===== src/sosc_pkg.sv =====
package sosc_pkg;

  // ----------------------------------------------------------------
  // clock and timing
  // ----------------------------------------------------------------
  localparam int CLK_MHZ = 200;
  localparam int DISC_TIME_US = 10;
  localparam int DISC_CYCLES = DISC_TIME_US * CLK_MHZ;
  localparam int TEST_PERIOD_US = 100;
  localparam int TEST_PERIOD_CYCLES = TEST_PERIOD_US * CLK_MHZ;
  localparam int TEST_WIDTH_US = 1;
  localparam int TEST_WIDTH_CYCLES = TEST_WIDTH_US * CLK_MHZ;
  localparam int SETTLE_NS = 500;
  localparam int SETTLE_CYCLES = (SETTLE_NS * CLK_MHZ) / 1000;
  localparam int US_CYCLES = CLK_MHZ;

  // ----------------------------------------------------------------
  // register map
  // ----------------------------------------------------------------
  localparam int ADDR_W = 12;
  localparam logic [11:0] CTRL_OFS = 12'h000;
  localparam logic [11:0] DELAY_OFS = 12'h004;
  localparam logic [11:0] OUTCMD_OFS = 12'h008;
  localparam logic [11:0] STATUS_OFS = 12'h00c;
  localparam int CTRL_RESET_BIT = 0;
  localparam int CTRL_CFG_REQ_BIT = 1;
  localparam int CTRL_CFG_OK_BIT = 2;
  localparam int CTRL_CFG_BAD_BIT = 3;
  localparam int CTRL_BRAKE_MON_BIT = 4;
  localparam int DELAY_W = 20;
  localparam logic [19:0] DELAY_RST = 20'h003e8;
  localparam logic BRAKE_MON_RST = 1'b0;
  localparam int ST_STATE_LSB = 0;
  localparam int ST_SUB_LSB = 4;
  localparam int ST_CFG_VALID_BIT = 8;
  localparam int ST_IN_FAULT_BIT = 9;
  localparam int ST_OUT_FAULT_BIT = 10;
  localparam int ST_CFG_REQ_BIT = 11;
  localparam int ST_MM_BIT = 12;
  localparam int ST_IN_LEVEL_LSB = 16;

  // ----------------------------------------------------------------
  // safety functions and safe inputs
  // ----------------------------------------------------------------
  localparam int SF_COUNT = 16;
  localparam int SF_OPERATIONAL_HALT = 0;
  localparam int SF_BRAKE_CONTROL = 1;
  localparam int SF_RESTART_LOCK = 2;
  localparam int SF_RAMPED_HALT = 3;
  localparam int IN_RAMPED_HALT = 0;
  localparam int IN_TORQUE_OFF = 1;

  typedef enum logic [2:0] {
    POWER_ON_ST = 3'b000,
    TORQUE_OFF_ST = 3'b001,
    STARTUP_ST = 3'b010,
    RUN_ST = 3'b011,
    MONITORED_RUN_ST = 3'b100,
    RAMPED_HALT_ST = 3'b101,
    CONFIG_ST = 3'b110
  } op_state_e;

  typedef enum logic [1:0] {
    SUB_NONE = 2'b00,
    SUB_STOP = 2'b01,
    SUB_FAULT = 2'b10,
    SUB_FATAL = 2'b11
  } sub_status_e;

  // functions that keep the motor moving under supervision
  function automatic logic [SF_COUNT-1:0] motion_mask(input logic brake_mon);
    logic [SF_COUNT-1:0] m;
    m = '1;
    m[SF_OPERATIONAL_HALT] = 1'b0;
    m[SF_BRAKE_CONTROL] = 1'b0;
    m[SF_RESTART_LOCK] = 1'b0;
    m[SF_RAMPED_HALT] = brake_mon;
    return m;
  endfunction : motion_mask

  function automatic logic is_running(input op_state_e s);
    return (s == RUN_ST) || (s == MONITORED_RUN_ST);
  endfunction : is_running

endpackage : sosc_pkg


===== src/safe_io_if.sv =====
`timescale 1ns/100ps
interface safe_io_if #(
  parameter int N_IN = 4,
  parameter int N_OUT = 2
);
  logic [N_IN-1:0] in_level;
  logic [N_IN-1:0] in_edge;
  logic in_fault;
  logic [N_OUT-1:0] out_cmd;
  logic out_fault;
  logic clear;

  modport in_mon (output in_level, output in_edge, output in_fault, input clear);
  modport out_chk (input out_cmd, output out_fault, input clear);
  modport ctrl (input in_level, input in_edge, input in_fault, output out_cmd,
    input out_fault, output clear);
endinterface : safe_io_if


===== src/safe_input_monitor.sv =====
`timescale 1ns/100ps
module safe_input_monitor #(
  parameter int N_IN = 4,
  parameter int DISC_CYCLES = sosc_pkg::DISC_CYCLES
) (
  input wire logic clk,
  input wire logic rst,
  input wire logic [N_IN-1:0] chan_a,
  input wire logic [N_IN-1:0] chan_b,
  safe_io_if.in_mon io
);
  localparam int CW = $clog2(DISC_CYCLES + 1);
  localparam logic [CW-1:0] DISC_LIMIT = CW'(DISC_CYCLES);

  logic [CW-1:0] disc_cnt [N_IN];
  logic [N_IN-1:0] level;
  logic [N_IN-1:0] edge_seen;
  logic fault;
  logic [N_IN-1:0] disc_hit;

  // ----------------------------------------------------------------
  // level and edge supervision per two-channel input
  // ----------------------------------------------------------------
  always_comb
  begin
    for (int i = 0; i < N_IN; i++)
      disc_hit[i] = (disc_cnt[i] == DISC_LIMIT);
  end

  always_ff @(posedge clk)
  begin
    if (rst)
    begin
      level <= '0;
      edge_seen <= '0;
      fault <= 1'b0;
      for (int i = 0; i < N_IN; i++)
        disc_cnt[i] <= '0;
    end
    else
    begin
      for (int i = 0; i < N_IN; i++)
      begin
        if (chan_a[i] == chan_b[i])
          disc_cnt[i] <= '0;
        else if (!disc_hit[i])
          disc_cnt[i] <= disc_cnt[i] + CW'(1);
      end
      edge_seen <= (chan_a & (chan_a ~^ chan_b)) ^ (level & ~(chan_a ^ chan_b))
        & ~(chan_a ^ chan_b);
      level <= (chan_a & ~(chan_a ^ chan_b)) | (level & (chan_a ^ chan_b));
      // set wins over clear
      fault <= (fault & ~io.clear) | (|disc_hit);
    end
  end

  assign io.in_level = level;
  assign io.in_edge = edge_seen;
  assign io.in_fault = fault;
endmodule : safe_input_monitor


===== src/safe_output_check.sv =====
`timescale 1ns/100ps
module safe_output_check #(
  parameter int N_OUT = 2,
  parameter int TEST_PERIOD = sosc_pkg::TEST_PERIOD_CYCLES,
  parameter int TEST_WIDTH = sosc_pkg::TEST_WIDTH_CYCLES,
  parameter int SETTLE = sosc_pkg::SETTLE_CYCLES
) (
  input wire logic clk,
  input wire logic rst,
  input wire logic [N_OUT-1:0] readback,
  output logic [N_OUT-1:0] drive,
  safe_io_if.out_chk io
);
  localparam int PW = $clog2(TEST_PERIOD + 1);
  localparam int SW = $clog2(SETTLE + 1);
  localparam logic [PW-1:0] PERIOD_END = PW'(TEST_PERIOD - 1);
  localparam logic [PW-1:0] PULSE_START = PW'(TEST_PERIOD - TEST_WIDTH);
  localparam logic [SW-1:0] SETTLE_LIMIT = SW'(SETTLE);

  logic [PW-1:0] period_cnt;
  logic [SW-1:0] miss_cnt [N_OUT];
  logic [N_OUT-1:0] miss_hit;
  logic fault;
  wire test_pulse = (period_cnt >= PULSE_START);

  // ----------------------------------------------------------------
  // test pulses and readback comparison
  // ----------------------------------------------------------------
  always_comb
  begin
    for (int i = 0; i < N_OUT; i++)
      miss_hit[i] = (miss_cnt[i] == SETTLE_LIMIT);
  end

  always_ff @(posedge clk)
  begin
    if (rst)
    begin
      period_cnt <= '0;
      drive <= '0;
      fault <= 1'b0;
      for (int i = 0; i < N_OUT; i++)
        miss_cnt[i] <= '0;
    end
    else
    begin
      period_cnt <= (period_cnt == PERIOD_END) ? '0 : period_cnt + PW'(1);
      drive <= io.out_cmd & ~{N_OUT{test_pulse}};
      for (int i = 0; i < N_OUT; i++)
      begin
        if (readback[i] == drive[i])
          miss_cnt[i] <= '0;
        else if (!miss_hit[i])
          miss_cnt[i] <= miss_cnt[i] + SW'(1);
      end
      fault <= (fault & ~io.clear) | (|miss_hit);
    end
  end

  assign io.out_fault = fault;
endmodule : safe_output_check


===== src/safety_operating_state_controller.sv =====
// The APB slave port and the register addresses were left to the implementer.
`timescale 1ns/100ps
module safety_operating_state_controller #(
  parameter int N_IN = 4,
  parameter int N_OUT = 2,
  parameter int TEST_PERIOD_CYCLES = sosc_pkg::TEST_PERIOD_CYCLES
) (
  input wire logic REF_CLK,
  input wire logic RST,
  input wire logic PSEL,
  input wire logic PENABLE,
  input wire logic PWRITE,
  input wire logic [sosc_pkg::ADDR_W-1:0] PADDR,
  input wire logic [31:0] PWDATA,
  output logic [31:0] PRDATA,
  output logic PREADY,
  output logic PSLVERR,
  input wire logic [N_IN-1:0] SAFE_IN_A,
  input wire logic [N_IN-1:0] SAFE_IN_B,
  output logic [N_OUT-1:0] SAFE_OUT,
  input wire logic [N_OUT-1:0] SAFE_OUT_READBACK,
  input wire logic [sosc_pkg::SF_COUNT-1:0] ACTIVE_FUNCTIONS,
  input wire logic LIMIT_VIOLATION,
  input wire logic FATAL_ERROR,
  input wire logic BRAKE_RAMP_EXCEEDED,
  input wire logic CFG_PRESENT,
  output logic SELF_TEST_START,
  input wire logic SELF_TEST_DONE,
  input wire logic SELF_TEST_FAULT,
  output logic TORQUE_OFF,
  output logic RAMPED_HALT_ACTIVE,
  output logic [2:0] OP_STATE,
  output logic [1:0] SUB_STATUS
);
  localparam int DW = sosc_pkg::DELAY_W;
  localparam int PSW = $clog2(sosc_pkg::US_CYCLES);
  localparam logic [PSW-1:0] US_END = PSW'(sosc_pkg::US_CYCLES - 1);

  // ----------------------------------------------------------------
  // parameter checks
  // ----------------------------------------------------------------
  if (N_IN < 2 || N_IN > 16)
  begin : g_bad_in
    $error("N_IN must lie between 2 and 16");
  end
  if (N_OUT < 1 || N_OUT > 32)
  begin : g_bad_out
    $error("N_OUT must lie between 1 and 32");
  end
  if (TEST_PERIOD_CYCLES <= sosc_pkg::TEST_WIDTH_CYCLES + sosc_pkg::SETTLE_CYCLES)
  begin : g_bad_period
    $error("TEST_PERIOD_CYCLES too short for test pulse and settle time");
  end

  // ----------------------------------------------------------------
  // input and output supervision
  // ----------------------------------------------------------------
  safe_io_if #(.N_IN(N_IN), .N_OUT(N_OUT)) sio ();

  safe_input_monitor #(
    .N_IN(N_IN),
    .DISC_CYCLES(sosc_pkg::DISC_CYCLES)
  ) u_in_mon (
    .clk(REF_CLK),
    .rst(RST),
    .chan_a(SAFE_IN_A),
    .chan_b(SAFE_IN_B),
    .io(sio.in_mon)
  );

  safe_output_check #(
    .N_OUT(N_OUT),
    .TEST_PERIOD(TEST_PERIOD_CYCLES),
    .TEST_WIDTH(sosc_pkg::TEST_WIDTH_CYCLES),
    .SETTLE(sosc_pkg::SETTLE_CYCLES)
  ) u_out_chk (
    .clk(REF_CLK),
    .rst(RST),
    .readback(SAFE_OUT_READBACK),
    .drive(SAFE_OUT),
    .io(sio.out_chk)
  );

  // ----------------------------------------------------------------
  // state and registers
  // ----------------------------------------------------------------
  sosc_pkg::op_state_e state;
  sosc_pkg::op_state_e next_state;
  sosc_pkg::sub_status_e sub;
  sosc_pkg::sub_status_e next_sub;
  logic boot_pending;
  logic cfg_valid;
  logic cfg_req;
  logic brake_mon;
  logic [DW-1:0] halt_delay;
  logic [N_OUT-1:0] out_cmd;
  logic [DW-1:0] halt_left;
  logic [PSW-1:0] us_cnt;
  logic startup_begun;

  // ----------------------------------------------------------------
  // bus decode
  // ----------------------------------------------------------------
  wire hit_ctrl = (PADDR == sosc_pkg::CTRL_OFS);
  wire hit_delay = (PADDR == sosc_pkg::DELAY_OFS);
  wire hit_outcmd = (PADDR == sosc_pkg::OUTCMD_OFS);
  wire hit_status = (PADDR == sosc_pkg::STATUS_OFS);
  wire addr_hit = hit_ctrl | hit_delay | hit_outcmd | hit_status;
  wire access = PSEL & PENABLE;
  wire wr_ok = access & PWRITE & addr_hit;
  wire wr_ctrl = wr_ok & hit_ctrl;
  wire reset_action = wr_ctrl & PWDATA[sosc_pkg::CTRL_RESET_BIT];
  wire cfg_req_set = wr_ctrl & PWDATA[sosc_pkg::CTRL_CFG_REQ_BIT];
  wire cfg_ok = wr_ctrl & PWDATA[sosc_pkg::CTRL_CFG_OK_BIT];
  wire cfg_bad = wr_ctrl & PWDATA[sosc_pkg::CTRL_CFG_BAD_BIT];

  wire mm_active = |(ACTIVE_FUNCTIONS & sosc_pkg::motion_mask(brake_mon));
  logic [31:0] status_word;
  logic [31:0] read_mux;
  always_comb
  begin
    status_word = '0;
    status_word[sosc_pkg::ST_STATE_LSB +: 3] = state;
    status_word[sosc_pkg::ST_SUB_LSB +: 2] = sub;
    status_word[sosc_pkg::ST_CFG_VALID_BIT] = cfg_valid;
    status_word[sosc_pkg::ST_IN_FAULT_BIT] = sio.in_fault;
    status_word[sosc_pkg::ST_OUT_FAULT_BIT] = sio.out_fault;
    status_word[sosc_pkg::ST_CFG_REQ_BIT] = cfg_req;
    status_word[sosc_pkg::ST_MM_BIT] = mm_active;
    status_word[sosc_pkg::ST_IN_LEVEL_LSB +: N_IN] = sio.in_level;
  end

  assign read_mux = hit_ctrl ? {27'h0000000, brake_mon, 4'h0} :
    hit_delay ? {{(32 - DW){1'b0}}, halt_delay} :
    hit_outcmd ? {{(32 - N_OUT){1'b0}}, out_cmd} :
    hit_status ? status_word : 32'h00000000;

  assign PREADY = 1'b1;
  assign PSLVERR = access & ~addr_hit;

  // ----------------------------------------------------------------
  // transition causes
  // ----------------------------------------------------------------
  // activation inputs request when the agreed level is low
  wire ramped_halt_request_input = ~sio.in_level[sosc_pkg::IN_RAMPED_HALT];
  wire torque_off_request_input = ~sio.in_level[sosc_pkg::IN_TORQUE_OFF];
  wire fatal_cause = FATAL_ERROR;
  wire fault_cause = LIMIT_VIOLATION | SELF_TEST_FAULT | sio.in_fault | sio.out_fault;
  wire stop_cause = ramped_halt_request_input;
  wire delay_done = (halt_left == '0);
  wire restart_ok = ~fatal_cause & ~stop_cause & ~torque_off_request_input;

  // ----------------------------------------------------------------
  // operating state machine
  // ----------------------------------------------------------------
  always_comb
  begin
    next_state = state;
    next_sub = sub;
    case (state)
      sosc_pkg::POWER_ON_ST:
      begin
        next_state = sosc_pkg::TORQUE_OFF_ST;
      end
      sosc_pkg::TORQUE_OFF_ST:
      begin
        if (cfg_req)
          next_state = sosc_pkg::CONFIG_ST;
        else if (boot_pending)
          next_state = sosc_pkg::STARTUP_ST;
        else if (reset_action && restart_ok)
          next_state = sosc_pkg::STARTUP_ST;
      end
      sosc_pkg::STARTUP_ST:
      begin
        if (fatal_cause)
        begin
          next_state = sosc_pkg::TORQUE_OFF_ST;
          next_sub = sosc_pkg::SUB_FATAL;
        end
        else if (startup_begun && (fault_cause || !cfg_valid))
        begin
          next_state = sosc_pkg::TORQUE_OFF_ST;
          next_sub = sosc_pkg::SUB_FAULT;
        end
        else if (startup_begun && SELF_TEST_DONE)
          next_state = sosc_pkg::RUN_ST;
      end
      sosc_pkg::RUN_ST, sosc_pkg::MONITORED_RUN_ST:
      begin
        if (fatal_cause)
        begin
          next_state = sosc_pkg::TORQUE_OFF_ST;
          next_sub = sosc_pkg::SUB_FATAL;
        end
        else if (fault_cause)
        begin
          next_state = sosc_pkg::RAMPED_HALT_ST;
          next_sub = sosc_pkg::SUB_FAULT;
        end
        else if (torque_off_request_input)
        begin
          next_state = sosc_pkg::TORQUE_OFF_ST;
          next_sub = sosc_pkg::SUB_STOP;
        end
        else if (stop_cause || cfg_req)
        begin
          next_state = sosc_pkg::RAMPED_HALT_ST;
          next_sub = stop_cause ? sosc_pkg::SUB_STOP : sosc_pkg::SUB_NONE;
        end
        else if (mm_active)
          next_state = sosc_pkg::MONITORED_RUN_ST;
        else
          next_state = sosc_pkg::RUN_ST;
      end
      sosc_pkg::RAMPED_HALT_ST:
      begin
        if (fatal_cause)
        begin
          next_state = sosc_pkg::TORQUE_OFF_ST;
          next_sub = sosc_pkg::SUB_FATAL;
        end
        else if (brake_mon && BRAKE_RAMP_EXCEEDED)
        begin
          next_state = sosc_pkg::TORQUE_OFF_ST;
          if (sub != sosc_pkg::SUB_FAULT)
            next_sub = sosc_pkg::SUB_FAULT;
        end
        else if (torque_off_request_input && sub != sosc_pkg::SUB_FAULT)
        begin
          next_state = sosc_pkg::TORQUE_OFF_ST;
          next_sub = sosc_pkg::SUB_STOP;
        end
        else if (delay_done)
          next_state = sosc_pkg::TORQUE_OFF_ST;
      end
      sosc_pkg::CONFIG_ST:
      begin
        if (cfg_bad)
        begin
          next_state = sosc_pkg::TORQUE_OFF_ST;
          next_sub = sosc_pkg::SUB_FAULT;
        end
        else if (cfg_ok)
          next_state = sosc_pkg::STARTUP_ST;
      end
      default:
      begin
        next_state = sosc_pkg::TORQUE_OFF_ST;
        next_sub = sosc_pkg::SUB_FATAL;
      end
    endcase
    if (next_state == sosc_pkg::STARTUP_ST && state != sosc_pkg::STARTUP_ST)
      next_sub = sosc_pkg::SUB_NONE;
  end

  wire enter_startup = (next_state == sosc_pkg::STARTUP_ST) && (state != sosc_pkg::STARTUP_ST);
  wire enter_halt = (next_state == sosc_pkg::RAMPED_HALT_ST) &&
    (state != sosc_pkg::RAMPED_HALT_ST);
  wire next_torque_off = !sosc_pkg::is_running(next_state) &&
    (next_state != sosc_pkg::RAMPED_HALT_ST);
  assign sio.clear = enter_startup;
  assign sio.out_cmd = sosc_pkg::is_running(state) ? out_cmd : '0;

  // ----------------------------------------------------------------
  // state registers
  // ----------------------------------------------------------------
  always_ff @(posedge REF_CLK)
  begin
    if (RST)
    begin
      state <= sosc_pkg::POWER_ON_ST;
      sub <= sosc_pkg::SUB_NONE;
      TORQUE_OFF <= 1'b1;
      RAMPED_HALT_ACTIVE <= 1'b0;
      SELF_TEST_START <= 1'b0;
      startup_begun <= 1'b0;
    end
    else
    begin
      state <= next_state;
      sub <= next_sub;
      TORQUE_OFF <= next_torque_off;
      RAMPED_HALT_ACTIVE <= (next_state == sosc_pkg::RAMPED_HALT_ST);
      SELF_TEST_START <= enter_startup;
      startup_begun <= (state == sosc_pkg::STARTUP_ST);
    end
  end

  assign OP_STATE = state;
  assign SUB_STATUS = sub;

  // ----------------------------------------------------------------
  // boot, configuration and halt timing
  // ----------------------------------------------------------------
  always_ff @(posedge REF_CLK)
  begin
    if (RST)
    begin
      boot_pending <= 1'b1;
      cfg_valid <= 1'b0;
      cfg_req <= 1'b0;
      halt_left <= '0;
      us_cnt <= '0;
    end
    else
    begin
      if (enter_startup)
        boot_pending <= 1'b0;
      if (state == sosc_pkg::POWER_ON_ST)
        cfg_valid <= CFG_PRESENT;
      else if (state == sosc_pkg::CONFIG_ST && (cfg_ok || cfg_bad))
        cfg_valid <= cfg_ok & ~cfg_bad;
      // set wins over clear
      cfg_req <= cfg_req_set | (cfg_req & (state != sosc_pkg::CONFIG_ST));
      if (enter_halt)
      begin
        halt_left <= halt_delay;
        us_cnt <= '0;
      end
      else if (state == sosc_pkg::RAMPED_HALT_ST && !delay_done)
      begin
        us_cnt <= (us_cnt == US_END) ? '0 : us_cnt + PSW'(1);
        if (us_cnt == US_END)
          halt_left <= halt_left - DW'(1);
      end
    end
  end

  // ----------------------------------------------------------------
  // bus registers
  // ----------------------------------------------------------------
  always_ff @(posedge REF_CLK)
  begin
    if (RST)
    begin
      brake_mon <= sosc_pkg::BRAKE_MON_RST;
      halt_delay <= sosc_pkg::DELAY_RST;
      out_cmd <= '0;
      PRDATA <= '0;
    end
    else
    begin
      if (wr_ctrl)
        brake_mon <= PWDATA[sosc_pkg::CTRL_BRAKE_MON_BIT];
      if (wr_ok && hit_delay)
        halt_delay <= PWDATA[DW-1:0];
      if (wr_ok && hit_outcmd)
        out_cmd <= PWDATA[N_OUT-1:0];
      if (PSEL && !PENABLE && !PWRITE)
        PRDATA <= read_mux;
    end
  end

endmodule : safety_operating_state_controller


===== config.mk =====
export PLATFORM = sky130hd
export DESIGN_NAME = safety_operating_state_controller
export DESIGN_NICKNAME = d
export VERILOG_FILES = /design/src/sosc_pkg.sv /design/src/safe_io_if.sv /design/src/safe_input_monitor.sv /design/src/safe_output_check.sv /design/src/safety_operating_state_controller.sv
export SDC_FILE = /design/constraint.sdc
export NUM_CORES = 1
export LEC_CHECK = 0
export BUFFER_PORTS_ARGS = -buffer_cell sky130_fd_sc_hd__buf_4
export CAP_MARGIN = 5
export CORE_ASPECT_RATIO = 1.2
export CORE_MARGIN = 3
export CORE_UTILIZATION = 62
export CTS_BUF_LIST = sky130_fd_sc_hd__clkbuf_16
export CTS_CLUSTER_DIAMETER = 80
export CTS_CLUSTER_SIZE = 25
export DETAILED_ROUTE_END_ITERATION = 16
export PLACE_DENSITY_LB_ADDON = 0.15
export SYNTH_ARGS = -nofsm -noshare
export SYNTH_HDL_FRONTEND = slang
export SYNTH_HIERARCHICAL = 1
export SYNTH_SLANG_ARGS = --single-unit

===== constraint.sdc =====
create_clock -name REF_CLK -period 4.3 [get_ports REF_CLK]
set_clock_uncertainty 0.05 [all_clocks]
set_input_delay 0 -clock REF_CLK [delete_from_list [all_inputs] [get_ports REF_CLK]]
set_output_delay 0 -clock REF_CLK [all_outputs]
set_load 0.1 [all_outputs]

# Word-level counts from Yosys, hierarchy flattened

Memories as Yosys holds them, arrays and structs flattened.
Index checks and enable logic that the tools add are counted.

$lt $le $gt $ge: 1
Multiplexer cells: 98
Add/subtract/negate cells: 9
Eq/ne operators: 37
Reductions and logical operators: 40
Bitwise logic cells: 51

Operator list:

| operator                                              | number |
|---|---|
| two-way mux 20 bit                                    | 7 |
| two-way mux 11 bit                                    | 8 |
| two-way mux 3 bit                                     | 17 |
| two-way mux 1 bit                                     | 47 |
| adder 11 x 1 -> 11 bit (second input constant)        | 4 |
| equality test 11 bit (second input constant)          | 4 |
| two-way mux 7 bit                                     | 4 |
| equality test 12 x 4 -> 1 bit (second input constant) | 2 |
| two-way mux 2 bit                                     | 12 |
| bitwise OR 1 bit                                      | 21 |
| logical NOT 20 bit                                    | 1 |
| subtractor 20 x 1 -> 20 bit (second input constant)   | 1 |
| AND 16 bit                                            | 1 |
| OR reduction 16 bit                                   | 1 |
| adder 15 x 1 -> 15 bit (second input constant)        | 1 |
| AND 1 bit                                             | 15 |
| equality test 15 bit (second input constant)          | 1 |
| equality test 3 bit (second input constant)           | 5 |
| >= comparator 15 bit (second input constant)          | 1 |
| case mux 3 bit (5 select lines)                       | 1 |
| adder 7 x 1 -> 7 bit (second input constant)          | 2 |
| equality test 7 bit (second input constant)           | 2 |
| logical AND 1 bit                                     | 14 |
| equality test 12 x 3 -> 1 bit (second input constant) | 1 |
| 28 further kinds                                      | 63 |

Word-level logic and storage cells: 258
Bits of input ports: 81
Memories: 2
Bits in registers: 118
Output and inout port bits: 44
Memory bits (writable): 58

Memories:

| name               | depth | bits a word | read ports | clocked after memory_dff | wr ports | RTL line                 | text |
|---|---|---|---|---|---|---|---|
| u_in_mon.disc_cnt  | 4     | 11          | 4          | 0                        | 4        | safe_input_monitor.sv:15 | `logic [CW-1:0] disc_cnt [N_IN];` |
| u_out_chk.miss_cnt | 2     | 7           | 2          | 0                        | 2        | safe_output_check.sv:21  | `logic [SW-1:0] miss_cnt [N_OUT];` |

# Logic depth before layout (Yosys ltp)

Gate-level depths: netlist of the first run.

Depth after elaboration: 17
Gate-level depth with buffers: 11
Gate-level depth less buffers: 10

# By module

Netlist of the first run, hierarchy kept.

By module, submodules not included:

| module                            | cells each | area an instance (um^2) | instances | seq. area each (um^2) |
|---|---|---|---|---|
| safety_operating_state_controller | 517        | 4,296.6                 | 1         | 1,661.6 |
| safe_input_monitor                | 254        | 2,785.2                 | 1         | 1,501.4 |
| safe_output_check                 | 163        | 1,620.3                 | 1         | 780.7 |

# Worst setup path after synthesis of the first run

No wires, ideal clock.

Kind: flip-flop to flip-flop
Start point: reg state[0], in the netlist OP_STATE[0]
End point: reg u_in_mon.fault, in the netlist u_in_mon/io.in_fault
Period minus slack after synthesis: 3.027 ns
Buffers on the path: 1
Stages on the path, launching flop included: 10
Data required time: 4.119 ns
Setup slack: 1.273 ns
Arrival time: 2.845 ns
Setup time: 0.131 ns
Cells stage by stage: dfxtp_1 > nor3b_1 > nand3_1 > o21a_1 > a221oi_1 > and4_1 > buf_2 > inv_1 > a2111oi_0 > a21oi_1

Word-level cells in the longest chain between the ends: 10
Elaborated cells between the ends (all ways): 26
Those cells by class: eq/ne: 8; mux: 13; bitwise: 3; reduce/logical: 2

RTL lines:

| element                         | RTL line                                 | text |
|---|---|---|
| start: declaration              | safety_operating_state_controller.sv:87  | `sosc_pkg::op_state_e state;` |
| start signal: assignment        | safety_operating_state_controller.sv:272 | `state <= sosc_pkg::POWER_ON_ST;` |
| start signal: assignment        | safety_operating_state_controller.sv:281 | `state <= next_state;` |
| two-way mux 3 bit               | safety_operating_state_controller.sv:234 | `else if (delay_done)` |
| two-way mux 3 bit               | safety_operating_state_controller.sv:229 | `else if (torque_off_request_input && sub != sosc_pkg::SUB_FAULT)` |
| two-way mux 3 bit               | safety_operating_state_controller.sv:223 | `else if (brake_mon && BRAKE_RAMP_EXCEEDED)` |
| two-way mux 3 bit               | safety_operating_state_controller.sv:218 | `if (fatal_cause)` |
| case mux 3 bit (5 select lines) | safety_operating_state_controller.sv:160 | `case (state)` |
| equality test 3 x 2 -> 1 bit    | safety_operating_state_controller.sv:257 | `wire enter_startup = (next_state == sosc_pkg::STARTUP_ST) && (state != sosc_pkg::STARTUP_ST);` |
| logical AND 1 bit (*)           | safety_operating_state_controller.sv:257 |  |
| net enter_startup               | safety_operating_state_controller.sv:257 |  |
| inverter 1 bit (*)              | safe_input_monitor.sv:53                 | `fault <= (fault & ~io.clear) \| (\|disc_hit);` |
| AND 1 bit (*)                   | safe_input_monitor.sv:53                 |  |
| bitwise OR 1 bit (*)            | safe_input_monitor.sv:53                 |  |
| end signal: assignment          | safe_input_monitor.sv:53                 |  |
| end: declaration                | safe_input_monitor.sv:18                 | `logic fault;` |

The timed path passes the listed nets; every way through them passes the cells marked *.
A chain may end at the register's enable or synchronous reset.

# Worst setup path in the final report of the first run

Start point: reg u_in_mon.fault, in the netlist u_in_mon/io.in_fault
End point: reg u_in_mon.fault, in the netlist u_in_mon/io.in_fault

Word-level cells in the longest chain between the ends: 12
Elaborated cells between the ends (all ways): 14
Those cells by class: eq/ne: 1; mux: 5; bitwise: 5; reduce/logical: 3

RTL lines:

| element                         | RTL line                                 | text |
|---|---|---|
| bitwise OR 1 bit (2 in a row)   | safety_operating_state_controller.sv:148 | `wire fault_cause = LIMIT_VIOLATION \| SELF_TEST_FAULT \| sio.in_fault \| sio.out_fault;` |
| logical OR 1 bit                | safety_operating_state_controller.sv:181 | `else if (startup_begun && (fault_cause \|\| !cfg_valid))` |
| logical AND 1 bit               | safety_operating_state_controller.sv:181 |  |
| two-way mux 3 bit               | safety_operating_state_controller.sv:181 |  |
| two-way mux 3 bit               | safety_operating_state_controller.sv:176 | `if (fatal_cause)` |
| case mux 3 bit (5 select lines) | safety_operating_state_controller.sv:160 |  |
| equality test 3 x 2 -> 1 bit    | safety_operating_state_controller.sv:257 |  |
| logical AND 1 bit               | safety_operating_state_controller.sv:257 |  |
| inverter 1 bit                  | safe_input_monitor.sv:53                 |  |
| AND 1 bit (*)                   | safe_input_monitor.sv:53                 |  |
| bitwise OR 1 bit (*)            | safe_input_monitor.sv:53                 |  |

Mark *: on every way between the ends. The rest lies on a longest branch, timed or not.

==> qor.yml, run 1 <==
floorplan:
  die_x_um: 113
  num_rows: 46
  dieHeight_um: 135
  initial_utilization_pct: 64.0
  die_area_um2: 15200
  core-area_um2: 13400
  io_pins: 125
worst_setup_path:
  path_max_fanout: 6
  startpoint_type: "register"
  endpoint_kind: "register"
  crit_type: "reg2reg"
  crit_arrival_ns: 3.57
  cp.required_ns: 4.55
pwr:
  p_leak_nw: 3.84
  vdd_drop_max_mv: 0.273
  p_per_area_nw_per_um2: 361
  power.total_mw: 3.69
run:
  cap_violations: 0
sta:
  setup_viol: 0
  post-route-period-util_pct: 77.2
  fmaxAchievable_mhz: 301
  slew_headroom_pct: 43.4
  finalHoldViolCount: 0
  drv_slew: 0
  worst_slew_pin_slew_ns: 0.844
  timing.final.ws_setup_ns: 0.979
  finalSetupTns_ns: 0
  rsz0062_at_grt: "no"
  min_period_ns: 3.32
final_layout:
  syn2layout_area_growth_pct: 19.5
  drive_above_1_share_pct: 16.9
  fin_nets: 1140
global_route:
  grt_antenna_before_repair: 0
  grt_pass1_vias: 6864
  grtUsageTotal_pct: 27.1
  grt_pass1_wl_um: 33300
  grt_overflow: 0
  grt_max_degree: 67
placement:
  gp_congestion: 0.899
  dp_hpwl_um: 13800
  preCtsSetupSlack_ns: 1.00
  port_buffers: 96
clock_tree:
  clkSinkCount: 164
  clk_pin_slew_ns: 0.06
  cts-root-buf: "clkbuf_16"
  clock_latency_ns: 0.43
  post_cts_buffers: 0
  clock_path_buffers: 2
  cts_buffers: 17
  htreeDepth: 4
  cts_tree: "yes"
logic_synthesis:
  netlist_instances: 918
  syn_area_um2: 8550
  ys.warnings.count: 6
  synth.avg_cell_area_um2: 9.31
detailed_routing:
  wl_um: 20500
  num_vias: 7104
  drt_iter0_drc: 448
  dr.pass1.iters: 7
  via_per_inst: 5.82
  drc: 0
  wl_per_cell_um: 16.8
  detail-route-antenna-nets: 0
min_path:
  hp-class: "in2reg"
run_status:
  status: "completed"
flip-flops by register name, indices dropped and copies added (netlist names), 2 cells and up, named ones only:
register	cells
u_out_chk/period_cnt	15
PRDATA	20
u_out_chk/miss_cnt	14
SUB_STATUS	2
halt_delay	20
OP_STATE	3
out_cmd	2
halt_left	20
us_cnt	8
u_in_mon/disc_cnt	44
u_out_chk/drive	2
worst max-delay path: stages, from the launching register on:
cell	delay [ns]
dfxtp_1	0.35
nor4_1	0.69
and3_1	0.29
a31oi_1	0.15
a221oi_1	0.50
and4_1	0.46
inv_1	0.06
a2111oi_0	0.49
a21oi_1	0.13
layout by cell type, fill, tap and decap left out, drive strengths merged, types with 6 or more instances in the layout:
cell type    count
or4              7
and3            13
a211oi          20
mux2i            9
nand2b          11
a21oi           48
nand4           23
buf            100
and2             6
dlygate4sd3     42
nand3           35
dfxtp          106
clkinv           7
a22oi           18
nor2b            9
and4            10
nor3            29
a31oi            6
conb            13
nand3b          11
o21ai            8
edfxtp          58
nor2           129
xor2            37
clkbuf          19
nor4            24
a2111oi          6
ha              20
nand2           97
xnor2           43
inv             33
repair_timing:
| action | in CTS | in global routing |
|---|---|---|
| resized for setup | 0 | 0 |
| hold buffers | 42 | 0 |
| endpoints found under the hold margin | 42 | 0 |
power breakdown:
group | internal, mW | total [mW] | switching (mW)
clock network | 0.801 | 1.43 | 0.633
logic | 0.205 | 0.556 | 0.351
registers | 1.64 | 1.70 | 0.0574
total | 2.64 | 3.69 | 1.04
final cells by class:
class	instances	area, um^2
multi-input cells	685	4300
flip-flops and latches	164	3860
fillers	957	3140
repair buffers	142	1170
clock buffers	19	475
well taps	168	210
inverters	29	109
clock inverters	13	80.1
diodes	1	2.50
through the flow:
step | util, % | std cells | area [um^2] | hold slack (ns)
finish | 76.5 | 1221 | 10200 | 0.0189
global placement | 69.2 | 1146 | 9240 | 0.163
global route | 76.5 | 1220 | 10200 | 0.0678
detailed placement | 69.2 | 1146 | 9240 | 0.165
floorplan | - | 929 | 8590 | 0.0740
CTS | 76.5 | 1220 | 10200 | 0.0103
path summary, 6_finish.rpt:
check	from	end	slack (ns)	cells after the start
hold / removal	PWRITE	out_cmd[0]$_SDFFE_PP0P_	0.02	5
hold reg to reg	PRDATA[5]$_SDFFE_PP0P_	PRDATA[5]$_SDFFE_PP0P_	0.41	2
setup / recovery	u_in_mon/io.in_fault$_SDFF_PP0_	u_in_mon/io.in_fault$_SDFF_PP0_	0.98	8
setup reg to reg	u_in_mon/io.in_fault$_SDFF_PP0_	u_in_mon/io.in_fault$_SDFF_PP0_	0.98	8
per-layer routing:
metal  up-vias  routed length, um  global-route usage (%)
met5         -                  0                       0
met4         0                539                    10.6
met3        39                821                    5.11
met2       185              10600                    46.8
met1      3405               8580                    33.7
li1       3475                  -                       -
Note: power is estimated with default switching activity, not from simulation.
==> run 2, diff against run 1 <==
Settings changed: CORE_UTILIZATION 62 to 52.
Clock period 4.3 ns to 2.7 ns, I/O delays scaled along.
==> run 2 against run 1 <==
Effect of this change:
- worst setup slack worse by 0.80 ns
- sequential cell count unchanged
- count of clock-buffer cells in the layout down 1
- global-route usage down 4.0 points
- sequential power up 58%
- sequential share of layout area down 0.73 points
- critical endpoint is now halt_left[4]$_SDFFE_PP0P_
==> qor.yml, run 2 (synthesis gave the netlist of run 1 again) <==
pwr:
  cell_internal_pwr_mw: 4.31  # was 2.64 mW
  seqPwrFrac_pct: 45.0  # was 46.0%
  sw_frac_of_total_pct: 27.6  # was 28.3%
  clkPwrFrac_pct: 38.5  # was 38.9%
  p_leak_nw: 3.96  # was 3.84 nW
  p_per_area_nw_per_um2: 571  # was 361 nW/um^2
  vdd_drop_max_mv: 0.405  # was 0.273 mV
  pwr-share-comb_pct: 16.5  # was 15.1%
  netSwitchingPower_mw: 1.64  # was 1.04 mW
detailed_routing:
  drt_iter0_drc: 403  # was 448
  num_vias: 7024  # was 7,104
  detail-route-antenna-nets: 0  # unchanged
  wl_um: 20300  # was 20,500 um
  dr.pass1.iters: 5  # was 7
  drc: 0  # unchanged
  wl_per_cell_um: 15.8  # was 16.8 um
  via_per_inst: 5.48  # was 5.82
run_status:
  status: "completed"  # unchanged
placement:
  preCtsSetupSlack_ns: 0.169  # was 1.00 ns
  port_buffers: 96  # unchanged
  dp_hpwl_um: 14200  # was 13,800 um
  gp_congestion: 0.874  # was 0.899
sta:
  fmaxAchievable_mhz: 397  # was 301 MHz
  setup_viol: 0  # unchanged
  finalHoldViolCount: 0  # unchanged
  finalSetupTns_ns: 0  # unchanged
  slew_headroom_pct: 50.6  # was 43.4%
  min_period_ns: 2.52  # was 3.32 ns
  worst_slew_pin_slew_ns: 0.741  # was 0.844 ns
  rsz0062_at_grt: "no"  # unchanged
  post-route-period-util_pct: 93.3  # was 77.2%
  drv_slew: 0  # unchanged
  timing.final.ws_setup_ns: 0.180  # was 0.979 ns
final_layout:
  final_common_cell: "nor2_1"  # unchanged
  multi_input_area_um2: 4310  # was 4300 um^2
  top_register: "u_in_mon/disc_cnt"  # unchanged
  drive_above_1_share_pct: 19.0  # was 16.9%
  fin_nets: 1161  # was 1,140
  layout_common_cells: "128 x nor2_1, 123 x buf_4, 103 x dfxtp_1"  # was 128 x nor2_1, 106 x dfxtp_1, 100 x buf_4
  largest_reg_flops: 44  # unchanged
  n_fill_cell: 1335  # was 957
  area.sequential_um2: 3870  # was 3860 um^2
  syn2layout_area_growth_pct: 22.0  # was 19.5%
  diodes: 0  # was 1
clock_tree:
  post_cts_buffers: 0  # unchanged
  cts_tree: "yes"  # unchanged
  clkSinkCount: 164  # unchanged
  cts_buffers: 17  # unchanged
  cts-root-buf: "clkbuf_16"  # unchanged
  clock_latency_ns: 0.43  # about the same
  htreeDepth: 4  # unchanged
  clk_pin_slew_ns: 0.07  # was 0.06 ns
  clock_path_buffers: 2  # unchanged
worst_setup_path:
  cpPeakStageDelay_ns: 0.58  # was 0.69 ns
  crit_arrival_ns: 2.81  # was 3.57 ns
  path_common_cell: "or4_4"
  crit_type: "reg2reg"  # unchanged
  crit_slowest_cell: "or4_4"  # was nor4_1
  path_delay_family: "simple AND/OR/NAND/NOR gates"  # unchanged
  crit_buf_inv: 0  # was 1
  startpoint_type: "register"  # unchanged
  r2r_slack_ns: 0.18  # was 0.98 ns
  path_max_fanout: 15  # was 6
  endpoint_kind: "register"  # unchanged
  cp.required_ns: 2.99  # was 4.55 ns
  crit_chain: "or4_4 > or4_4 > o211a_4 > and3_2 > xnor2_1 > a211oi_1"  # was nor4_1 > and3_1 > a31oi_1 > a221oi_1 > and4_1 > inv_1 > a2111oi_0 > a21oi_1
global_route:
  grt_pass1_vias: 6834  # was 6,864
  grt_pass1_wl_um: 33400  # was 33,300 um
  grt_max_degree: 71  # was 67
  grt_antenna_before_repair: 0  # unchanged
  grt_overflow: 0  # unchanged
  grtUsageTotal_pct: 23.2  # was 27.1%
floorplan:
  dieHeight_um: 146  # was 135 um
  io_pins: 125  # unchanged
  die_x_um: 123  # was 113 um
  num_rows: 50  # was 46
  initial_utilization_pct: 54.0  # was 64.0%
  die_area_um2: 18000  # was 15,200 um^2
  core-area_um2: 15800  # was 13,400 um^2
min_path:
  hp-class: "in2reg"  # unchanged
run:
  cap_violations: 0  # unchanged
[run 2: changes by cell type in the layout (fill, tap and decap cells not counted), moves of 2 or more]
cell / change
dfxtp_2: +3
dlygate4sd3_1: -2
clkinvlp_4: -2
inv_4: +4
inv_2: -2
dfxtp_1: -3
buf_4: +23
[run 2: cell type report]
class	instances	share of cell area, %
Clock inverter	14	1.03
Timing Repair Buffer	163	12.7
Clock buffer	18	4.32
Tap cell	208	2.50
Multi-Input combinational cell	685	41.3
Sequential cell	164	37.1
Inverter	29	1.04
[run 2: path summary, 6_finish.rpt]
check | startpoint | to | cells after the start
worst min register to register | PRDATA[11]$_SDFFE_PP0P_ | PRDATA[11]$_SDFFE_PP0P_ | 2
worst max-delay path | halt_left[14]$_SDFFE_PP0P_ | halt_left[4]$_SDFFE_PP0P_ | 6
worst max register to register | halt_left[14]$_SDFFE_PP0P_ | halt_left[4]$_SDFFE_PP0P_ | 6
worst min-delay path | FATAL_ERROR | SUB_STATUS[1]$_SDFFE_PP0P_ | 3
[run 2: power by group through the flow]
stage	clock network, mW	logic, mW	registers [mW]
3_3_place_gp	0	0.919	2.73
6_report	2.29	0.983	2.68
2_1_floorplan	0	0.528	2.86
3_5_place_dp	0	0.923	2.73
4_1_cts	2.34	0.981	2.68
5_1_grt	2.45	1.06	2.69
[run 2: repair_timing]
item	CTS	global route
hold buffers	40	0
endpoints found under the hold margin	43	0
endpoints found under the setup margin	0	1
gates resized for setup	0	1
[run 2: through the flow]
| stage | util [%] | area [um^2] | hold WS, ns | instances | total power [mW] |
|---|---|---|---|---|---|
| floorplan | - | 8590 | 0.0740 | 929 | 3.39 |
| global placement | 59.8 | 9460 | 0.163 | 1209 | 3.65 |
| detailed placement | 59.8 | 9460 | 0.166 | 1209 | 3.65 |
| CTS | 65.8 | 10400 | 0.00655 | 1281 | 6.00 |
| global route | 65.9 | 10400 | 0.0142 | 1281 | 6.19 |
| finish | 65.9 | 10400 | 0.0309 | 1281 | 5.95 |
[run 2: worst reg2reg max path, delay by kind of cell, from the launching register on]
family          cells  cell delay, ns
flops               1            0.35
compound gates      2            0.55
xor+xnor            1            0.12
simple gates        3            1.36
[run 2: routing by layer]
| layer | part of all wire, % | track usage (%) |
|---|---|---|
| met5 | 0 | 0 |
| met4 | 2.3 | 9.09 |
| met3 | 3.5 | 3.53 |
| met2 | 51 | 40.2 |
| met1 | 43 | 28.7 |
==> run 3, diff against run 2 <==
Settings changed: PLACE_DENSITY set to 0.87, PLACE_DENSITY_LB_ADDON 0.15 to unset.
==> run 3 against run 2 <==
Effect of this change:
- fmax fell by 1.0%
- critical path depth rose by 2
- sequential share of layout area fell by 0.076 points
- register-to-register slack got worse by 0.03 ns
- critical path type unchanged
==> qor.yml, run 3 (synthesis gave the netlist of run 1 again) <==
final_layout:
  syn2layout_area_growth_pct: 22.2  # was 22.0%
  layout_common_cells: "128 x nor2_1, 127 x buf_4, 103 x dfxtp_1"  # was 128 x nor2_1, 123 x buf_4, 103 x dfxtp_1
  top_register: "u_in_mon/disc_cnt"  # unchanged
  largest_reg_flops: 44  # unchanged
  fin_nets: 1164  # was 1,161
  drive_above_1_share_pct: 19.1  # was 19.0%
  final_util_pct: 66.0  # was 65.9%
  diodes: 0  # unchanged
  final_common_cell: "nor2_1"  # unchanged
pwr:
  p_leak_nw: 3.97  # was 3.96 nW
  p_per_area_nw_per_um2: 572  # was 571 nW/um^2
  vdd_drop_max_mv: 0.446  # was 0.405 mV
  seqPwrFrac_pct: 45.0  # about the same
  clkPwrFrac_pct: 38.1  # was 38.5%
  pwr-share-comb_pct: 17.0  # was 16.5%
  power.total_mw: 5.98  # was 5.95 mW
  sw_frac_of_total_pct: 28.1  # was 27.6%
  netSwitchingPower_mw: 1.68  # was 1.64 mW
  cell_internal_pwr_mw: 4.29  # was 4.31 mW
floorplan:
  io_pins: 125  # unchanged
  die_x_um: 123  # unchanged
  initial_utilization_pct: 54.0  # unchanged
  die_area_um2: 18000  # unchanged
  num_rows: 50  # unchanged
  core-area_um2: 15800  # unchanged
  dieHeight_um: 146  # unchanged
placement:
  port_buffers: 96  # unchanged
  gp_congestion: 0.961  # was 0.874
  dp_hpwl_um: 15100  # was 14,200 um
sta:
  post-route-period-util_pct: 94.3  # was 93.3%
  finalSetupTns_ns: 0  # unchanged
  setup_viol: 0  # unchanged
  drv_slew: 0  # unchanged
  min_period_ns: 2.55  # was 2.52 ns
  finalHoldViolCount: 0  # unchanged
  fmaxAchievable_mhz: 393  # was 397 MHz
  slew_headroom_pct: 47.2  # was 50.6%
  worst_slew_pin_slew_ns: 0.785  # was 0.741 ns
  rsz0062_at_grt: "no"  # unchanged
detailed_routing:
  via_per_inst: 5.87  # was 5.48
  wl_per_cell_um: 17.6  # was 15.8 um
  num_vias: 7539  # was 7,024
  drc: 0  # unchanged
  detail-route-antenna-nets: 0  # unchanged
  dr.pass1.iters: 5  # unchanged
  drt_iter0_drc: 669  # was 403
  wl_um: 22600  # was 20,300 um
worst_setup_path:
  crit_type: "reg2reg"  # unchanged
  cp.required_ns: 2.97  # was 2.99 ns
  r2r_start: "halt_left[6]$_SDFFE_PP0P_"  # was halt_left[14]$_SDFFE_PP0P_
  crit_arrival_ns: 2.81  # about the same
  endpoint_kind: "register"  # unchanged
  crit_path_start: "halt_left[6]$_SDFFE_PP0P_"  # was halt_left[14]$_SDFFE_PP0P_
  path_max_fanout: 5  # was 15
  startpoint_type: "register"  # unchanged
clock_tree:
  cts_buffers: 17  # unchanged
  clock_path_buffers: 2  # unchanged
  htreeDepth: 4  # unchanged
  clock_latency_ns: 0.44  # was 0.43 ns
  clk_pin_slew_ns: 0.06  # was 0.07 ns
  clkSinkCount: 164  # unchanged
  cts-root-buf: "clkbuf_16"  # unchanged
  cts_tree: "yes"  # unchanged
run:
  cap_violations: 0  # unchanged
global_route:
  grt_antenna_before_repair: 0  # unchanged
  grtUsageTotal_pct: 25.2  # was 23.2%
  grt_overflow: 0  # unchanged
  grt_max_degree: 40  # was 71
  grt_pass1_wl_um: 36300  # was 33,400 um
  grt_pass1_vias: 7491  # was 6,834
run_status:
  status: "completed"  # unchanged
min_path:
  hp-class: "in2reg"  # unchanged
  hp-start: "FATAL_ERROR"  # unchanged
-- run 3: changes by cell type in the layout (fill, tap and decap cells not counted), moves of 2 or more --
cell        delta
buf_4          +4
inv_4          -3
clkinv_4       -2
clkinvlp_4     +3
inv_1          +3
-- run 3: worst paths after layout --
kind / end / slack [ns] / cells past startpoint
setup / recovery: u_in_mon/io.in_fault$_SDFF_PP0_ / 0.15 / 8
hold / removal: SUB_STATUS[1]$_SDFFE_PP0P_ / 0.03 / 3
setup reg to reg: u_in_mon/io.in_fault$_SDFF_PP0_ / 0.15 / 8
hold reg to reg: PRDATA[8]$_SDFFE_PP0P_ / 0.41 / 2
-- run 3: through the flow --
stage               hold WS (ns)  setup WS [ns]  cell area, um^2  cells
floorplan                 0.0740        0.00885             8590    929
global placement           0.162          0.240             9470   1210
detailed placement         0.168         0.0328             9470   1210
CTS                       0.0199         0.0152            10400   1281
global route              0.0553        0.00823            10400   1284
finish                    0.0254          0.154            10400   1284
-- run 3: worst max-delay path, cell delays in order (launching register included) --
cell and delay, ns:
dfxtp_1 0.34, or4_1 0.61, nor2b_1 0.33, a21oi_4 0.14, a21oi_2 0.15, and4_1 0.25, inv_1 0.07, a2111oi_2 0.37
a21oi_1 0.11
-- run 3: power by group through the flow --
stage	sequential (mW)	clock (mW)	combinational, mW
after floorplan	2.86	0	0.528
after global placement	2.73	0	0.903
after detailed placement	2.74	0	0.920
after CTS	2.69	2.28	0.980
after global routing	2.70	2.41	1.08
final	2.69	2.27	1.01
-- run 3: routing by layer --
metal	GRT usage [%]	part of all wire (%)	routed length (um)
met1	29.7	38	8710
met2	42.4	51	11400
met3	6.20	7.5	1700
met4	12.1	3.4	781
met5	0	0	0
-- run 3: what timing repair did --
item / 4_1_cts / 5_1_grt
setup endpoints to repair: 0 / 1
setup buffers: 0 / 3
hold buffers: 39 / 0
hold endpoints to repair: 45 / 0
resized for setup: 0 / 4
-- run 3: layout make-up --
type,count,area [um^2]
timing repair buffer,166,1340
multi-input combinational,685,4320
fill,1204,5380
clock inverter,14,95.1
inverter,29,109
tap,208,260
clock buffer,18,450
sequential,164,3870
